## src/rtl/lcd_consts.svh

```systemverilog
`ifndef LCD_CONSTS_SVH
`define LCD_CONSTS_SVH

// status value layout
`define LCD_ST_MFR_LSB      0
`define LCD_ST_REV_LSB      4
`define LCD_ST_REF_LSB      8
`define LCD_ST_WID_BIT      11
`define LCD_ST_TYPE_BIT     12
`define LCD_ST_DEN_LSB      13
`define LCD_REF_2X          3'h3
`define LCD_REF_1X          3'h4
`define LCD_REF_Q25X        3'h6
`define LCD_REF_RESERVED    3'h0

// mode register select on bank address
`define LCD_SEL_STD         2'h0
`define LCD_SEL_STATUS      2'h1
`define LCD_SEL_EXT         2'h2

// mode register fields
`define LCD_MR_LAT_LSB      4
`define LCD_MR_BL_LSB       0
`define LCD_MR_RESET        13'h0032
`define LCD_EMR_RESET       13'h0000
`define LCD_RD_LAT_DEFAULT  3'h3
`define LCD_AP_BIT          10

// link clock: 400 ns period sampled by 50 ns system clock
`define LCD_CLK_NS          50
`define LCD_LINK_NS         400
`define LCD_LINK_RATIO      (`LCD_LINK_NS / `LCD_CLK_NS)

`endif

```

## src/rtl/lcd_pkg.sv

```systemverilog
package lcd_pkg;
    typedef enum logic [3:0] {
        CMD_DESELECT,
        CMD_NOP,
        CMD_ACTIVATE,
        CMD_READ,
        CMD_WRITE,
        CMD_BURST_STOP,
        CMD_PRECHARGE,
        CMD_AUTO_REFRESH,
        CMD_SELF_REFRESH,
        CMD_MODE_LOAD,
        CMD_DEEP_POWER_DOWN
    } lcd_cmd_e;

    typedef struct packed {
        logic       cs_n;
        logic       ras_n;
        logic       cas_n;
        logic       we_n;
        logic       cke;
        logic [1:0] ba;
        logic [12:0] addr;
    } lcd_pins_s;
endpackage

```

## src/rtl/lcd_dec_if.sv

```systemverilog
`timescale 1ns/100ps
interface lcd_dec_if;
    import lcd_pkg::*;
    lcd_pins_s pins;
    logic      strobe;
    lcd_cmd_e  cmd;
    logic      cmd_vld;
    modport dec (input pins, input strobe, output cmd, output cmd_vld);
    modport top (output pins, output strobe, input cmd, input cmd_vld);
endinterface

```

## src/rtl/lcd_cmd_decode.sv

```systemverilog
`timescale 1ns/100ps
module lcd_cmd_decode
    import lcd_pkg::*;
(
    input  wire logic clock,
    input  wire logic rstn,
    lcd_dec_if.dec    dif
);
    lcd_cmd_e cmd_d;
    lcd_cmd_e cmd_q;
    logic     vld_d;
    logic     vld_q;

    // =====================================================
    // strobe decode
    always_comb begin
        cmd_d = CMD_NOP;
        vld_d = dif.strobe;
        if (dif.pins.cs_n) begin
            cmd_d = CMD_DESELECT;
        end else begin
            unique case ({dif.pins.ras_n, dif.pins.cas_n, dif.pins.we_n})
                3'h7: cmd_d = CMD_NOP;
                3'h3: cmd_d = CMD_ACTIVATE;
                3'h5: cmd_d = CMD_READ;
                3'h4: cmd_d = CMD_WRITE;
                3'h2: cmd_d = CMD_PRECHARGE;
                3'h0: cmd_d = CMD_MODE_LOAD;
                3'h6: cmd_d = dif.pins.cke ? CMD_BURST_STOP : CMD_DEEP_POWER_DOWN;
                3'h1: cmd_d = dif.pins.cke ? CMD_AUTO_REFRESH : CMD_SELF_REFRESH;
            endcase
        end
    end

    always_ff @(posedge clock) begin
        if (!rstn) begin
            cmd_q <= CMD_NOP;
            vld_q <= 1'b0;
        end else begin
            cmd_q <= cmd_d;
            vld_q <= vld_d;
        end
    end

    assign dif.cmd     = cmd_q;
    assign dif.cmd_vld = vld_q;
endmodule

```

## src/rtl/lcd_mode_mem.sv

```systemverilog
`timescale 1ns/100ps
`include "lcd_consts.svh"
module lcd_mode_mem (
    input  wire logic        clock,
    input  wire logic        rstn,
    input  wire logic        wr_en,
    input  wire logic [1:0]  wr_sel,
    input  wire logic [12:0] wr_data,
    output logic      [12:0] std_q,
    output logic      [12:0] ext_q
);
    logic [12:0] std_d;
    logic [12:0] ext_d;

    always_comb begin
        std_d = std_q;
        ext_d = ext_q;
        if (wr_en && wr_sel == `LCD_SEL_STD) begin
            std_d = wr_data;
        end
        if (wr_en && wr_sel == `LCD_SEL_EXT) begin
            ext_d = wr_data;
        end
    end

    always_ff @(posedge clock) begin
        if (!rstn) begin
            std_q <= `LCD_MR_RESET;
            ext_q <= `LCD_EMR_RESET;
        end else begin
            std_q <= std_d;
            ext_q <= ext_d;
        end
    end
endmodule

```

## src/rtl/lcd_command_top.sv

```systemverilog
// Function
// - status carries refresh multiplier 2X, 1X, 0.25X
// - reserved status bits read as zero
// - status data uses programmed read latency
// - status read is always two beats
// - only first status beat carries data
// - after restart ignore commands until one no-op or deselect
// - activate decoded and row opened
// - read burst started at bank and column
// - write burst started at bank and column
// - precharge one or all banks
// - mode-load writes standard or extended register
// - burst terminate, or deep power down
// - auto refresh, or self refresh
// - deselect and no-op leave operations unaffected
`timescale 1ns/100ps
`include "lcd_consts.svh"
module lcd_command_top
    import lcd_pkg::*;
#(
    parameter logic [3:0] MFR_ID  = 4'h5, // arbitrary value
    parameter logic [3:0] REV_ID  = 4'h1  // arbitrary value
) (
    input  wire logic        clock,
    input  wire logic        rstn,
    input  wire logic        link_clk,
    input  wire logic        link_clk_n,
    input  wire logic        cke,
    input  wire logic        cs_n,
    input  wire logic        ras_n,
    input  wire logic        cas_n,
    input  wire logic        we_n,
    input  wire logic [1:0]  ba,
    input  wire logic [12:0] addr,
    input  wire logic [2:0]  temp_code,
    output logic      [31:0] dq_out,
    output logic             dq_oe,
    output logic      [3:0]  bank_open,
    output logic             self_refresh,
    output logic             deep_power_down,
    output logic             refresh_pulse,
    output logic             clock_stopped,
    output logic             write_active
);
    // =====================================================
    // pin synchronisers
    lcd_pins_s pins_m_q;
    lcd_pins_s pins_q;
    logic [1:0] clk_m_q;
    logic [1:0] clk_s_q;
    logic       clk_prev_q;
    logic [2:0] temp_m_q;
    logic [2:0] temp_q;

    always_ff @(posedge clock) begin
        if (!rstn) begin
            pins_m_q   <= '0;
            pins_q     <= '0;
            clk_m_q    <= 2'h2;
            clk_s_q    <= 2'h2;
            clk_prev_q <= 1'b0;
            temp_m_q   <= 3'h0;
            temp_q     <= 3'h0;
        end else begin
            pins_m_q   <= '{cs_n, ras_n, cas_n, we_n, cke, ba, addr};
            pins_q     <= pins_m_q;
            clk_m_q    <= {link_clk_n, link_clk};
            clk_s_q    <= clk_m_q;
            clk_prev_q <= clk_s_q[0];
            temp_m_q   <= temp_code;
            temp_q     <= temp_m_q;
        end
    end

    // pins lag the clock edge by the same two stages, so the edge sees settled values
    logic rise;
    assign rise = clk_s_q[0] && !clk_prev_q;

    // =====================================================
    // command decode
    lcd_dec_if dif ();
    assign dif.pins   = pins_q;
    assign dif.strobe = rise;

    lcd_cmd_decode u_dec (
        .clock (clock),
        .rstn  (rstn),
        .dif   (dif)
    );

    // registered address copy aligned with decode output
    logic [1:0]  ba_q;
    logic [12:0] addr_q;
    always_ff @(posedge clock) begin
        if (!rstn) begin
            ba_q   <= 2'h0;
            addr_q <= 13'h0;
        end else begin
            ba_q   <= pins_q.ba;
            addr_q <= pins_q.addr;
        end
    end

    // =====================================================
    // clock stop detect: link low, complement high, long idle
    // threshold of 16 needs five bits; four would wrap to zero and trip every low half
    logic [4:0] stop_cnt_d;
    logic [4:0] stop_cnt_q;
    logic       stopped_d;
    logic       stopped_q;
    logic       armed_d;
    logic       armed_q;

    always_comb begin
        stop_cnt_d = stop_cnt_q;
        stopped_d  = stopped_q;
        armed_d    = armed_q;
        if (rise) begin
            stop_cnt_d = 5'h0;
            if (stopped_q) begin
                stopped_d = 1'b0;
                armed_d   = 1'b0;
            end
        end else if (clk_s_q == 2'h2 && pins_q.cke) begin
            if (stop_cnt_q == 5'(`LCD_LINK_RATIO * 2)) begin
                stopped_d = 1'b1;
            end else begin
                stop_cnt_d = stop_cnt_q + 5'h1;
            end
        end
        // first no-op or deselect after restart re-arms command intake
        if (dif.cmd_vld && !armed_q &&
            (dif.cmd == CMD_NOP || dif.cmd == CMD_DESELECT)) begin
            armed_d = 1'b1;
        end
    end

    always_ff @(posedge clock) begin
        if (!rstn) begin
            stop_cnt_q <= 5'h0;
            stopped_q  <= 1'b0;
            armed_q    <= 1'b1;
        end else begin
            stop_cnt_q <= stop_cnt_d;
            stopped_q  <= stopped_d;
            armed_q    <= armed_d;
        end
    end

    logic take;
    assign take = dif.cmd_vld && armed_q && !deep_power_down;

    // =====================================================
    // mode registers
    logic [12:0] mr_q;
    logic [12:0] emr_q;
    lcd_mode_mem u_mem (
        .clock   (clock),
        .rstn    (rstn),
        .wr_en   (take && dif.cmd == CMD_MODE_LOAD),
        .wr_sel  (ba_q),
        .wr_data (addr_q),
        .std_q   (mr_q),
        .ext_q   (emr_q)
    );

    function automatic logic [2:0] rd_lat(input logic [12:0] mr);
        rd_lat = (mr[`LCD_MR_LAT_LSB +: 3] == 3'h0) ? `LCD_RD_LAT_DEFAULT
                                                     : mr[`LCD_MR_LAT_LSB +: 3];
    endfunction

    function automatic logic [2:0] ref_mult(input logic [2:0] t);
        unique case (t)
            `LCD_REF_2X:   ref_mult = `LCD_REF_2X;
            `LCD_REF_1X:   ref_mult = `LCD_REF_1X;
            `LCD_REF_Q25X: ref_mult = `LCD_REF_Q25X;
            default:       ref_mult = `LCD_REF_1X;
        endcase
    endfunction

    // =====================================================
    // status value; upper bits stay zero
    logic [31:0] status_value;
    always_comb begin
        status_value = 32'h0;
        status_value[`LCD_ST_MFR_LSB +: 4] = MFR_ID;
        status_value[`LCD_ST_REV_LSB +: 4] = REV_ID;
        status_value[`LCD_ST_REF_LSB +: 3] = ref_mult(temp_q);
        status_value[`LCD_ST_WID_BIT]      = 1'b1;
        status_value[`LCD_ST_TYPE_BIT]     = 1'b0;
        status_value[`LCD_ST_DEN_LSB +: 3] = 3'h4;
    end

    // =====================================================
    // bank state, power state, status-select flag, read path
    typedef enum logic [1:0] {RD_IDLE = 2'h0, RD_WAIT = 2'h1, RD_BEAT = 2'h3} lcd_rd_e;

    lcd_rd_e     rd_st_d;
    lcd_rd_e     rd_st_q;
    logic [2:0]  lat_d;
    logic [2:0]  lat_q;
    logic [3:0]  beats_d;
    logic [3:0]  beats_q;
    logic        st_rd_d;
    logic        st_rd_q;
    logic        st_sel_d;
    logic        st_sel_q;
    logic [3:0]  bank_d;
    logic        sr_d;
    logic        dpd_d;
    logic        ref_d;
    logic        wr_d;
    logic [31:0] dq_d;
    logic        oe_d;

    always_comb begin
        rd_st_d  = rd_st_q;
        lat_d    = lat_q;
        beats_d  = beats_q;
        st_rd_d  = st_rd_q;
        st_sel_d = st_sel_q;
        bank_d   = bank_open;
        sr_d     = self_refresh;
        dpd_d    = deep_power_down;
        ref_d    = 1'b0;
        wr_d     = write_active;
        dq_d     = 32'h0;
        oe_d     = 1'b0;
        if (self_refresh && dif.cmd_vld && pins_q.cke) begin
            sr_d = 1'b0;
        end
        if (take) begin
            unique case (dif.cmd)
                CMD_ACTIVATE:  bank_d[ba_q] = 1'b1;
                CMD_PRECHARGE: begin
                    if (addr_q[`LCD_AP_BIT]) begin
                        bank_d = 4'h0;
                    end else begin
                        bank_d[ba_q] = 1'b0;
                    end
                end
                CMD_READ: begin
                    rd_st_d = RD_WAIT;
                    lat_d   = rd_lat(mr_q) - 3'h1;
                    st_rd_d = st_sel_q;
                    beats_d = st_sel_q ? 4'h1 : 4'(1 << mr_q[`LCD_MR_BL_LSB +: 3]) - 4'h1;
                    st_sel_d = 1'b0;
                    wr_d    = 1'b0;
                end
                CMD_WRITE:       wr_d = 1'b1;
                CMD_BURST_STOP: begin
                    rd_st_d = RD_IDLE;
                    wr_d    = 1'b0;
                end
                CMD_DEEP_POWER_DOWN: dpd_d = 1'b1;
                CMD_AUTO_REFRESH:    ref_d = 1'b1;
                CMD_SELF_REFRESH:    sr_d  = 1'b1;
                CMD_MODE_LOAD:       st_sel_d = (ba_q == `LCD_SEL_STATUS);
                default: ;
            endcase
        end
        unique case (rd_st_q)
            RD_IDLE: ;
            RD_WAIT: begin
                if (dif.cmd_vld) begin
                    if (lat_q == 3'h0) begin
                        rd_st_d = RD_BEAT;
                    end else begin
                        lat_d = lat_q - 3'h1;
                    end
                end
            end
            RD_BEAT: begin
                oe_d = 1'b1;
                // first beat carries status, second left zero
                dq_d = (st_rd_q && beats_q == 4'h1) ? status_value : 32'h0;
                if (dif.cmd_vld) begin
                    if (beats_q == 4'h0) begin
                        rd_st_d = RD_IDLE;
                    end else begin
                        beats_d = beats_q - 4'h1;
                    end
                end
            end
        endcase
    end

    always_ff @(posedge clock) begin
        if (!rstn) begin
            rd_st_q         <= RD_IDLE;
            lat_q           <= 3'h0;
            beats_q         <= 4'h0;
            st_rd_q         <= 1'b0;
            st_sel_q        <= 1'b0;
            bank_open       <= 4'h0;
            self_refresh    <= 1'b0;
            deep_power_down <= 1'b0;
            refresh_pulse   <= 1'b0;
            write_active    <= 1'b0;
            dq_out          <= 32'h0;
            dq_oe           <= 1'b0;
            clock_stopped   <= 1'b0;
        end else begin
            rd_st_q         <= rd_st_d;
            lat_q           <= lat_d;
            beats_q         <= beats_d;
            st_rd_q         <= st_rd_d;
            st_sel_q        <= st_sel_d;
            bank_open       <= bank_d;
            self_refresh    <= sr_d;
            deep_power_down <= dpd_d;
            refresh_pulse   <= ref_d;
            write_active    <= wr_d;
            dq_out          <= dq_d;
            dq_oe           <= oe_d;
            clock_stopped   <= stopped_q;
        end
    end
endmodule

```

## config.mk

```make
export PLATFORM = sky130hd
export DESIGN_NAME = lcd_command_top
export DESIGN_NICKNAME = d
export VERILOG_FILES = /design/src/rtl/lcd_pkg.sv /design/src/rtl/lcd_dec_if.sv /design/src/rtl/lcd_cmd_decode.sv /design/src/rtl/lcd_mode_mem.sv /design/src/rtl/lcd_command_top.sv
export VERILOG_INCLUDE_DIRS = /design/src /design/src/rtl
export SDC_FILE = /design/constraint.sdc
export NUM_CORES = 1
export LEC_CHECK = 0
export ABC_AREA = 1
export BUFFER_PORTS_ARGS = -buffer_cell sky130_fd_sc_hd__buf_2
export CORE_MARGIN = 8
export CORE_UTILIZATION = 33
export DETAILED_ROUTE_END_ITERATION = 7
export SYNTH_ARGS = -nofsm -noshare
export SYNTH_HDL_FRONTEND = slang
export SYNTH_SLANG_ARGS = --single-unit
```

## constraint.sdc

```tcl
create_clock -name clock -period 1.2 [get_ports clock]
set_input_delay 0.36 -clock clock [delete_from_list [all_inputs] [get_ports clock]]
set_output_delay 0.36 -clock clock [all_outputs]
set_load 0.05 [all_outputs]
```

==> metrics.log, run 1 <==
INFO  metric hpwl = 5278 µm
INFO  metric post_synth_instance_area = 3800 µm²
INFO  metric clockRootBuffer = sky130_fd_sc_hd__clkbuf_16
INFO  metric syn2layout_area_growth = 33.06%
INFO  metric finalWirelength = 7337 µm
INFO  metric power.total = 6.785 mW
INFO  metric ff_latch_count_synth = 91
INFO  metric first_global_vias = 2939
INFO  metric via_per_inst = 4.107
INFO  metric synth_top_family_by_area = simple AND/OR/NAND/NOR gates
INFO  metric sequentialPowerShare = 0.461
INFO  metric wl_met1 = 3306 µm
INFO  metric netSwitchingFraction = 0.2240
INFO  metric critPathSlowestCell = sky130_fd_sc_hd__dfxtp_4
INFO  metric synth_xor_xnor_area_share = 0.01152
INFO  metric path_cells = buf_6
INFO  metric crit_path_start_kind = register
INFO  metric tritoncts_clock_tree = built
INFO  metric antenna_found_initial = 0
INFO  metric ys_async_sr_fraction = 0
INFO  metric power.net_switching = 1.520 mW
INFO  metric number_of_enable_flip_flop_cells_after_synthesis = 0
INFO  metric status = finished with violations
INFO  metric min-delay-path-class = in2reg
INFO  metric uppermost_signal_routing_layer_after_detailed_routing = met4
INFO  metric grt_use_total = 0.1011
INFO  metric layout.core_utilization = 0.4466
INFO  metric avgRoutedWirePerCell = 10.06 µm
INFO  metric clk_latency = 330 ps
INFO  metric fmaxAchievable = 796.9 MHz
INFO  metric syn_avg_cell_area = 7.539 µm²
INFO  metric failed_checks = negative setup slack
INFO  metric drc_violations = 0
INFO  metric postLayoutSetupSlackWorst = -54.88 ps
INFO  metric power.internal = 5.265 mW
INFO  metric synth-compound-area-share = 0.06849
INFO  metric clock_skew = 5.992 ps
INFO  metric cts-root-to-sink-buffers = 2
INFO  metric clock_sink_count = 91
INFO  metric arrival = 890 ps
INFO  metric clkTransAtPathRegs = 60 ps
INFO  metric num_antenna_cells = 0
INFO  metric synth_area_leaders = sky130_fd_sc_hd__dfxtp_1, sky130_fd_sc_hd__nand2_1, sky130_fd_sc_hd__inv_1
INFO  metric met3_wirelength = 362 µm
INFO  metric finish.instance_area = 5056 µm²
INFO  metric synth.yosys.seq_area_share = 0.4794
INFO  metric fp-row-count = 39
INFO  metric maximum_number_of_pins_on_one_net_before_global_route_repair = 23
INFO  metric worst_case_setup_slack_after_placement = -35.94 ps
INFO  metric cp_required = 840 ps
INFO  metric synth.area.mux_share = 0
INFO  metric crit_family = flip-flops
INFO  metric p_clk_frac = 0.465
INFO  metric power_density = 1342 nW/µm²
INFO  metric route.vias.total = 2994
INFO  metric synth_cell_types = 32
INFO  metric i_o_buffers = 38
INFO  metric synthSimpleGateAreaFrac = 0.2476
INFO  metric die-height = 123.3 µm
INFO  metric setup_repair_after_global_routing_missed_its_margin = true
INFO  metric final.fill_count = 1139
INFO  metric final_layout_size_suffix_gt1_frac = 0.3140
INFO  metric power_leakage = 2.565 nW
INFO  metric initial_core_util = 0.3357
INFO  metric report.final.hold_viol_count = 0
INFO  metric first_iter_violations = 91
INFO  metric synth-adder-area-share = 0.02634
INFO  metric fin_crit_share = 1.046
INFO  metric synthDominantCellAreaShare = 0.4794
INFO  metric die_width = 123.3 µm
INFO  metric fp.coreArea = 11320 µm²
INFO  metric fp.dieArea = 15200 µm²
INFO  metric power_frac_comb = 0.074
INFO  metric nNetsFinal = 617
INFO  metric first_pass_iteration_count_of_the_detailed_router = 4
INFO  metric synth_top_flop_cell = sky130_fd_sc_hd__dfxtp_1
INFO  metric slew_viol_final = 0
INFO  metric met2_length = 3530 µm
INFO  metric timing.critical_path.buf_inv = 1
INFO  metric global_route_congestion_overflow_total = 0
INFO  metric post_cts_hold_buffer_count = 0
INFO  metric max_cap_viol_count = 0
INFO  metric ir_worst_vdd = 0.9416 mV
INFO  metric critical-path-max-stage-delay = 390 ps
INFO  metric setup.reg_to_reg.worst_slack = 20 ps
INFO  metric worstSetupPathType = reg2out
INFO  metric boundaryPins = 69
INFO  metric crit_path_max_fanout = 5
INFO  metric period_minus_slack = 1255 ps
INFO  metric cts_made_buffers = 9
INFO  metric dpl_cell_area = 4277 µm²
INFO  metric yosysMostFrequentCell = sky130_fd_sc_hd__nand2_1
INFO  metric setup.worst_path.end_class = primary output
INFO  metric synthesis.yosys.warnings = 0
INFO  metric antenna_left = 0
INFO  metric syn_inst = 504
INFO  metric ys_top_cells_by_count = sky130_fd_sc_hd__nand2_1, sky130_fd_sc_hd__inv_1, sky130_fd_sc_hd__dfxtp_1
INFO  metric htree_num_levels = 3
INFO  metric netlist.top_cell.by_area = sky130_fd_sc_hd__dfxtp_1
INFO  metric global_route_wire_length_before_repair = 12280 µm
INFO  metric finalSetupViolations = 7
INFO  metric place_congestion = 0.7707
## cell type report
class	instances	area (µm²)	share of cell area
flip-flops and latches	91	1874	0.3707
multi-input cells	298	1600	0.3165
repair buffers	79	671.9	0.1329
inverters	103	391.6	0.07746
clock buffers	9	225.2	0.04454
well taps	143	178.9	0.03539
clock inverters	6	113.9	0.02252
## layout by cell type (no fill, tap or decap), types with 4 or more instances in the layout
cell type	instances
sky130_fd_sc_hd__nand2_1	120
sky130_fd_sc_hd__inv_1	92
sky130_fd_sc_hd__dfxtp_1	63
sky130_fd_sc_hd__buf_4	38
sky130_fd_sc_hd__nor2_1	24
sky130_fd_sc_hd__conb_1	24
sky130_fd_sc_hd__nand3_1	22
sky130_fd_sc_hd__dfxtp_2	21
sky130_fd_sc_hd__buf_2	20
sky130_fd_sc_hd__a21oi_1	19
sky130_fd_sc_hd__nand2_2	12
sky130_fd_sc_hd__o21ai_0	11
sky130_fd_sc_hd__buf_8	11
sky130_fd_sc_hd__inv_2	9
sky130_fd_sc_hd__clkbuf_16	9
sky130_fd_sc_hd__buf_6	9
sky130_fd_sc_hd__nor2_4	7
sky130_fd_sc_hd__o21ai_1	7
sky130_fd_sc_hd__dfxtp_4	7
sky130_fd_sc_hd__a21oi_2	6
sky130_fd_sc_hd__nor2_2	5
sky130_fd_sc_hd__nand3_2	4
sky130_fd_sc_hd__nand2_4	4
sky130_fd_sc_hd__nand4_1	4
sky130_fd_sc_hd__ha_1	4
## state kept, by name, summed over array words and instances (netlist names), 4 cells and up
register	count
u_mem.std_q	6
addr_q	7
u_dec.dif.cmd	4
bank_open	4
stop_cnt_q	5
dif.pins	14
dq_out	4
pins_m_q	14
beats_q	4
## cell families after synthesis
kind of cell	after synthesis
simple gates	211
buf+inv	139
flops	91
compound gates	49
fa+ha+maj	8
xor+xnor	5
other cells	1
## metal layers
layer	vias to the layer above	global-route usage
met5	-	0
met1	1301	0.1121
met4	0	0.04590
met3	11	0.03562
li1	1621	-
met2	61	0.1713
## worst paths after layout
path,cells past startpoint,from,endpoint
worst min register to register,1,clk_prev_q,u_dec.dif.cmd_vld
worst min-delay path,3,addr[4],pins_m_q[4]
worst max-delay path,1,dq_out[11],dq_out[15]
worst max register to register,8,u_dec.dif.cmd[1],lat_q[0]
## per-stage QoR
step / setup TNS (ps) / hold slack, ps / cells
floorplan: 0 / 390.5 / 527
global placement: -41.36 / 394.5 / 705
detailed placement: -96.15 / 394.7 / 705
CTS: -393.9 / 186.6 / 724
global route: -1348 / 192.6 / 729
finish: -264.3 / 202.3 / 729
## power by group through the flow
stage | logic [mW] | clock network, mW | registers [mW]
6_report | 0.503 | 3.15 | 3.13
5_1_grt | 0.555 | 3.38 | 3.14
4_1_cts | 0.470 | 3.24 | 3.13
3_5_place_dp | 0.465 | 0 | 3.20
3_3_place_gp | 0.459 | 0 | 3.20
2_1_floorplan | 0.401 | 0 | 3.20
## what timing repair did
item                       4_1_cts  5_1_grt
resized for setup               63       80
pin swaps                        1       26
cloned                           0        1
setup buffers                    4        4
setup endpoints to repair       27       43
(Power assumes the default switching activity.)
==> run 2: changes to the inputs <==
TNS_END_PERCENT = 10   (was default)
==> run 2 against run 1 <==
  * The flow still finishes with violations (negative setup slack)
  * Count of clock-buffer cells in the layout grew 1
  * Non-clock buffer count shrank 7
  * Design area shrank 3.9%
  * Clock power decreased by 8.6%
  * Critical endpoint is now dq_out[4]
==> metrics.log, run 2 (same netlist as run 1, synthesis figures left out) <==
INFO  metric cts_made_buffers = 9
INFO  metric global_route_congestion_overflow_total = 0
INFO  metric setup.reg_to_reg.worst_slack = 20 ps
INFO  metric die-height = 123.3 µm
INFO  metric post_cts_hold_buffer_count = 0
INFO  metric dpl_cell_area = 4273 µm²
INFO  metric failed_checks = negative setup slack
INFO  metric postLayoutSetupSlackWorst = -49.74 ps
INFO  metric clkTransAtPathRegs = 60 ps
INFO  metric reg2reg_path_depth = 6
INFO  metric gr_layer_usage_met2 = 0.1632
INFO  metric timing.critical_path.buf_inv = 1
INFO  metric fmaxAchievable = 800.2 MHz
INFO  metric die_width = 123.3 µm
INFO  metric clk_latency = 340 ps
INFO  metric drc_violations = 0
INFO  metric initial_core_util = 0.3357
INFO  metric place_congestion = 0.7808
INFO  metric power_density = 1336 nW/µm²
INFO  metric power_leakage = 2.495 nW
INFO  metric status = finished with violations
INFO  metric fp.dieArea = 15200 µm²
INFO  metric global_route_wire_length_before_repair = 12050 µm
INFO  metric ir_worst_vdd = 0.8741 mV
INFO  metric numPlacedInstances = 703
INFO  metric critPathSlowestCell = sky130_fd_sc_hd__dfxtp_4
INFO  metric finish.instance_area = 4861 µm²
INFO  metric setup_repair_after_global_routing_missed_its_margin = true
INFO  metric crit_family = flip-flops
INFO  metric cts-root-to-sink-buffers = 2
INFO  metric max_cap_viol_count = 0
INFO  metric route.vias.total = 2972
INFO  metric period_minus_slack = 1250 ps
INFO  metric setup.worst_path.end_class = primary output
INFO  metric stdcell_count = 722
INFO  metric first_global_vias = 2848
INFO  metric worst_r2r_startpoint = u_dec.dif.cmd[3]
INFO  metric clock_skew = 5.434 ps
INFO  metric worstSetupPathType = reg2out
INFO  metric i_o_buffers = 38
INFO  metric fin_crit_share = 1.041
INFO  metric first_pass_iteration_count_of_the_detailed_router = 4
INFO  metric first_iter_violations = 99
INFO  metric cp_required = 840 ps
INFO  metric layout.cells.most_common = sky130_fd_sc_hd__nand2_1
INFO  metric htree_num_levels = 3
INFO  metric min-delay-path-class = in2reg
INFO  metric rr_endpoint = u_mem.std_q[0]
INFO  metric holdPathStages = 3
INFO  metric clockRootBuffer = sky130_fd_sc_hd__clkbuf_16
INFO  metric layout.cells.most_common_list = sky130_fd_sc_hd__nand2_1, sky130_fd_sc_hd__inv_1, sky130_fd_sc_hd__dfxtp_1
INFO  metric hpwl = 5223 µm
INFO  metric boundaryPins = 69
INFO  metric finalSetupViolations = 7
INFO  metric maximum_number_of_pins_on_one_net_before_global_route_repair = 29
INFO  metric worst_case_setup_slack_after_placement = -44.45 ps
INFO  metric crit_path_max_fanout = 5
INFO  metric via_per_inst = 4.116
INFO  metric antenna_left = 0
INFO  metric arrival = 890 ps
INFO  metric critical-path-max-stage-delay = 390 ps
INFO  metric avgRoutedWirePerCell = 9.741 µm
INFO  metric final.fill_count = 1118
INFO  metric slew_viol_final = 0
INFO  metric top_usage_layer = met2
INFO  metric nNetsFinal = 609
INFO  metric final_layout_size_suffix_gt1_frac = 0.2591
INFO  metric grt.met3_usage = 0.02877
INFO  metric tritoncts_clock_tree = built
INFO  metric clock_sink_count = 91
INFO  metric grt_use_total = 0.09864
INFO  metric path_cells = buf_6
INFO  metric antenna_found_initial = 0
INFO  metric hold_end = pins_m_q[1]
INFO  metric num_antenna_cells = 0
INFO  metric fp-row-count = 39
INFO  metric syn2layout_area_growth = 27.92%
INFO  metric fp.coreArea = 11320 µm²
INFO  metric gr-usage-met1 = 0.1149
INFO  metric min-delay-start = addr[1]
INFO  metric crit_path_start_kind = register
INFO  metric finalWirelength = 7033 µm
INFO  metric final.hold.worst_slack = 199.8 ps
INFO  metric layout.core_utilization = 0.4294
INFO  metric report.final.hold_viol_count = 0
-- run 2: final cells by class --
cell class              instances  area [µm²]  share of cell area
flip-flops and latches         91        1856              0.3817
multi-input cells             297        1504              0.3094
repair buffers                 72       624.3              0.1284
inverters                     103       387.9             0.07979
clock buffers                  10       239.0             0.04916
well taps                     143       178.9             0.03681
clock inverters                 6       71.32             0.01467
-- run 2: through the flow --
stage          TNS, ps  total power, mW
6_report        -243.3            6.494
5_1_grt          -1370            6.770
4_1_cts         -424.0            6.567
3_5_place_dp    -155.9            3.670
3_3_place_gp    -37.45            3.662
2_1_floorplan   -454.2            3.600
-- run 2: layer usage --
layer / up-vias / wire, µm
li1: 1605 / -
met3: 9 / 305
met2: 52 / 3419
met1: 1306 / 3183
met5: - / 0
met4: 0 / 125
-- run 2: power by group --
part / leakage [nW] / switching (mW) / total (mW) / internal, mW
clock network: 0.146 / 1.19 / 2.88 / 1.69
logic: 1.60 / 0.345 / 0.485 / 0.140
registers: 0.753 / 0.0342 / 3.13 / 3.10
total: 2.49 / 1.56 / 6.49 / 4.93
-- run 2: what timing repair did --
action / 4_1_cts / 5_1_grt
endpoints found under the setup margin: 29 / 46
gates resized for setup: 59 / 39
setup buffers: 1 / 2
pin swaps: 0 / 8
-- run 2: worst max path at each step --
stage | start | endpoint | slack, ps | depth (start not counted)
floorplan | dq_out[11] | dq_out[11] | -110 | 1
CTS | dq_out[11] | dq_out[2] | -70 | 1
global placement | u_dec.dif.cmd[1] | rd_st_q[1] | -30 | 7
finish | dq_out[11] | dq_out[4] | -50 | 1
detailed placement | u_dec.dif.cmd[1] | rd_st_q[1] | -40 | 7
global route | u_dec.dif.cmd[0] | u_mem.std_q[0] | -120 | 6
==> run 3: changes to the inputs <==
CORE_ASPECT_RATIO = 1.5   (was default)
CORE_UTILIZATION = 50   (was 33)
PLACE_DENSITY = 0.76   (was default)
==> run 3 against run 2 <==
  * Sequential power about the same
  * Total power down 5.7%
  * Via count up 4.8%
  * Worst hold slack better by 5.2 ps
  * Clock skew grew 1.2 ps
  * The flow still finishes with violations (negative setup slack)
  * Final cell count shrank 5.8%
  * Largest cell class unchanged
  * Clock power down 13%
  * Maximum frequency fell by 0.20%
  * Count of clock-buffer cells in the layout shrank 1
  * Utilization increased by 21 points
==> metrics.log, run 3 (same netlist as run 1, synthesis figures left out) <==
INFO  metric maximum_number_of_pins_on_one_net_before_global_route_repair = 66
INFO  metric global_route_congestion_overflow_total = 0
INFO  metric stdcell_count = 680
INFO  metric clockRootBuffer = sky130_fd_sc_hd__clkbuf_16
INFO  metric power.total = 6.127 mW
INFO  metric global_route_wire_length_before_repair = 12500 µm
INFO  metric first_iter_violations = 165
INFO  metric reg2reg_path_depth = 8
INFO  metric i_o_buffers = 38
INFO  metric crit_path_start_kind = register
INFO  metric cts-root-to-sink-buffers = 2
INFO  metric final.fill_count = 620
INFO  metric failed_checks = negative setup slack
INFO  metric num_antenna_cells = 0
INFO  metric antenna_left = 0
INFO  metric hpwl = 5329 µm
INFO  metric fp-row-count = 39
INFO  metric layout.cells.most_common = sky130_fd_sc_hd__nand2_1
INFO  metric report.final.hold_viol_count = 0
INFO  metric layout.cells.most_common_list = sky130_fd_sc_hd__nand2_1, sky130_fd_sc_hd__inv_1, sky130_fd_sc_hd__dfxtp_1
INFO  metric holdPathStages = 3
INFO  metric finalSetupViolations = 10
INFO  metric final_layout_size_suffix_gt1_frac = 0.2803
INFO  metric setup.reg_to_reg.worst_slack = -30 ps
INFO  metric clock_skew = 6.607 ps
INFO  metric route.vias.total = 3116
INFO  metric fmaxAchievable = 798.6 MHz
INFO  metric finish.instance_area = 4775 µm²
INFO  metric met2_length = 4037 µm
INFO  metric drc_violations = 0
INFO  metric die-height = 122.8 µm
INFO  metric worst-path-stages = 1
INFO  metric clkTransAtPathRegs = 60 ps
INFO  metric period_minus_slack = 1252 ps
INFO  metric uppermost_signal_routing_layer_after_detailed_routing = met4
INFO  metric critPathSlowestCell = sky130_fd_sc_hd__dfxtp_4
INFO  metric layout.core_utilization = 0.6354
INFO  metric die_width = 87.18 µm
INFO  metric timing.critical_path.buf_inv = 1
INFO  metric crit_path_max_fanout = 5
INFO  metric fin_crit_share = 1.044
INFO  metric setup_repair_after_global_routing_missed_its_margin = true
INFO  metric min-delay-path-class = in2reg
INFO  metric rr_endpoint = rd_st_q[1]
INFO  metric crit_family = flip-flops
INFO  metric slew_viol_final = 0
INFO  metric numPlacedInstances = 659
INFO  metric met3_wirelength = 313 µm
INFO  metric clock_sink_count = 91
INFO  metric path_cells = buf_6
INFO  metric initial_core_util = 0.5057
INFO  metric fp.coreArea = 7515 µm²
INFO  metric boundaryPins = 69
INFO  metric power_density = 1283 nW/µm²
INFO  metric dpl_cell_area = 4187 µm²
INFO  metric place_congestion = 0.8563
INFO  metric first_global_vias = 3087
INFO  metric max_cap_viol_count = 0
INFO  metric postLayoutSetupSlackWorst = -52.22 ps
INFO  metric grt_use_total = 0.1477
INFO  metric clk_latency = 340 ps
INFO  metric crit_path_end = dq_out[4]
INFO  metric arrival = 890 ps
INFO  metric wl_met1 = 2886 µm
INFO  metric worst_r2r_startpoint = lat_q[0]
INFO  metric via_per_inst = 4.582
INFO  metric first_pass_iteration_count_of_the_detailed_router = 5
INFO  metric finalWirelength = 7484 µm
INFO  metric cp_required = 840 ps
INFO  metric fp.dieArea = 10700 µm²
INFO  metric htree_num_levels = 3
INFO  metric power_leakage = 2.471 nW
INFO  metric syn2layout_area_growth = 25.65%
INFO  metric status = finished with violations
INFO  metric setup.worst_path.end_class = primary output
INFO  metric critical-path-max-stage-delay = 390 ps
INFO  metric antenna_found_initial = 0
INFO  metric worstSetupPathType = reg2out
INFO  metric nNetsFinal = 608
INFO  metric avgRoutedWirePerCell = 11.01 µm
INFO  metric setup_crit_start = dq_out[11]
INFO  metric cts_made_buffers = 9
INFO  metric tritoncts_clock_tree = built
INFO  metric ir_worst_vdd = 0.9749 mV
## run 3: power by group
| part | internal [mW] | leakage, nW | total, mW | switching [mW] |
|---|---|---|---|---|
| sequential | 3.10 | 0.754 | 3.13 | 0.0393 |
| clock | 1.39 | 0.135 | 2.52 | 1.12 |
| combinational | 0.128 | 1.58 | 0.476 | 0.347 |
| total | 4.62 | 2.47 | 6.13 | 1.51 |
## run 3: layer usage
| layer | vias to the layer above | global-route usage |
|---|---|---|
| met2 | 73 | 0.2795 |
| met4 | 0 | 0.08649 |
| li1 | 1604 | - |
| met3 | 18 | 0.04021 |
| met1 | 1421 | 0.1369 |
| met5 | - | 0 |
## run 3: worst min-delay path by stage
| stage | end | slack (ps) | start |
|---|---|---|---|
| 6_report | temp_m_q[1] | 200 | temp_code[1] |
| 5_1_grt | pins_m_q[18] | 200 | ras_n |
| 4_1_cts | temp_m_q[1] | 200 | temp_code[1] |
| 3_5_place_dp | dif.pins[0] | 400 | pins_m_q[0] |
| 3_3_place_gp | ba_q[1] | 390 | dif.pins[14] |
| 2_1_floorplan | addr_q[0] | 390 | dif.pins[0] |
## run 3: timing repair
item                                   4_1_cts  5_1_grt
buffers inserted                             0        5
hold buffers                                 0        0
gates resized for setup                     73       37
pin swaps                                    3        9
setup endpoints to repair                   37       46
endpoints found under the hold margin        0        0
## run 3: layout make-up
| cell class | instances | area (µm²) | share of cell area |
|---|---|---|---|
| multi-input cells | 297 | 1533 | 0.3210 |
| inverters | 103 | 387.9 | 0.08124 |
| clock inverters | 7 | 45.04 | 0.009434 |
| flip-flops and latches | 91 | 1863 | 0.3902 |
| repair buffers | 71 | 593.1 | 0.1242 |
| clock buffers | 9 | 225.2 | 0.04717 |
| well taps | 102 | 127.6 | 0.02673 |
## run 3: stage by stage
step / hold slack [ps] / TNS [ps] / setup slack [ps]
floorplan: 390.5 / -454.2 / -113.6
global placement: 391.7 / -123.8 / -18.93
detailed placement: 398.7 / -911.9 / -93.91
CTS: 195.4 / -436.1 / -58.71
global route: 200.2 / -1249 / -85.64
finish: 205.0 / -315.5 / -52.22
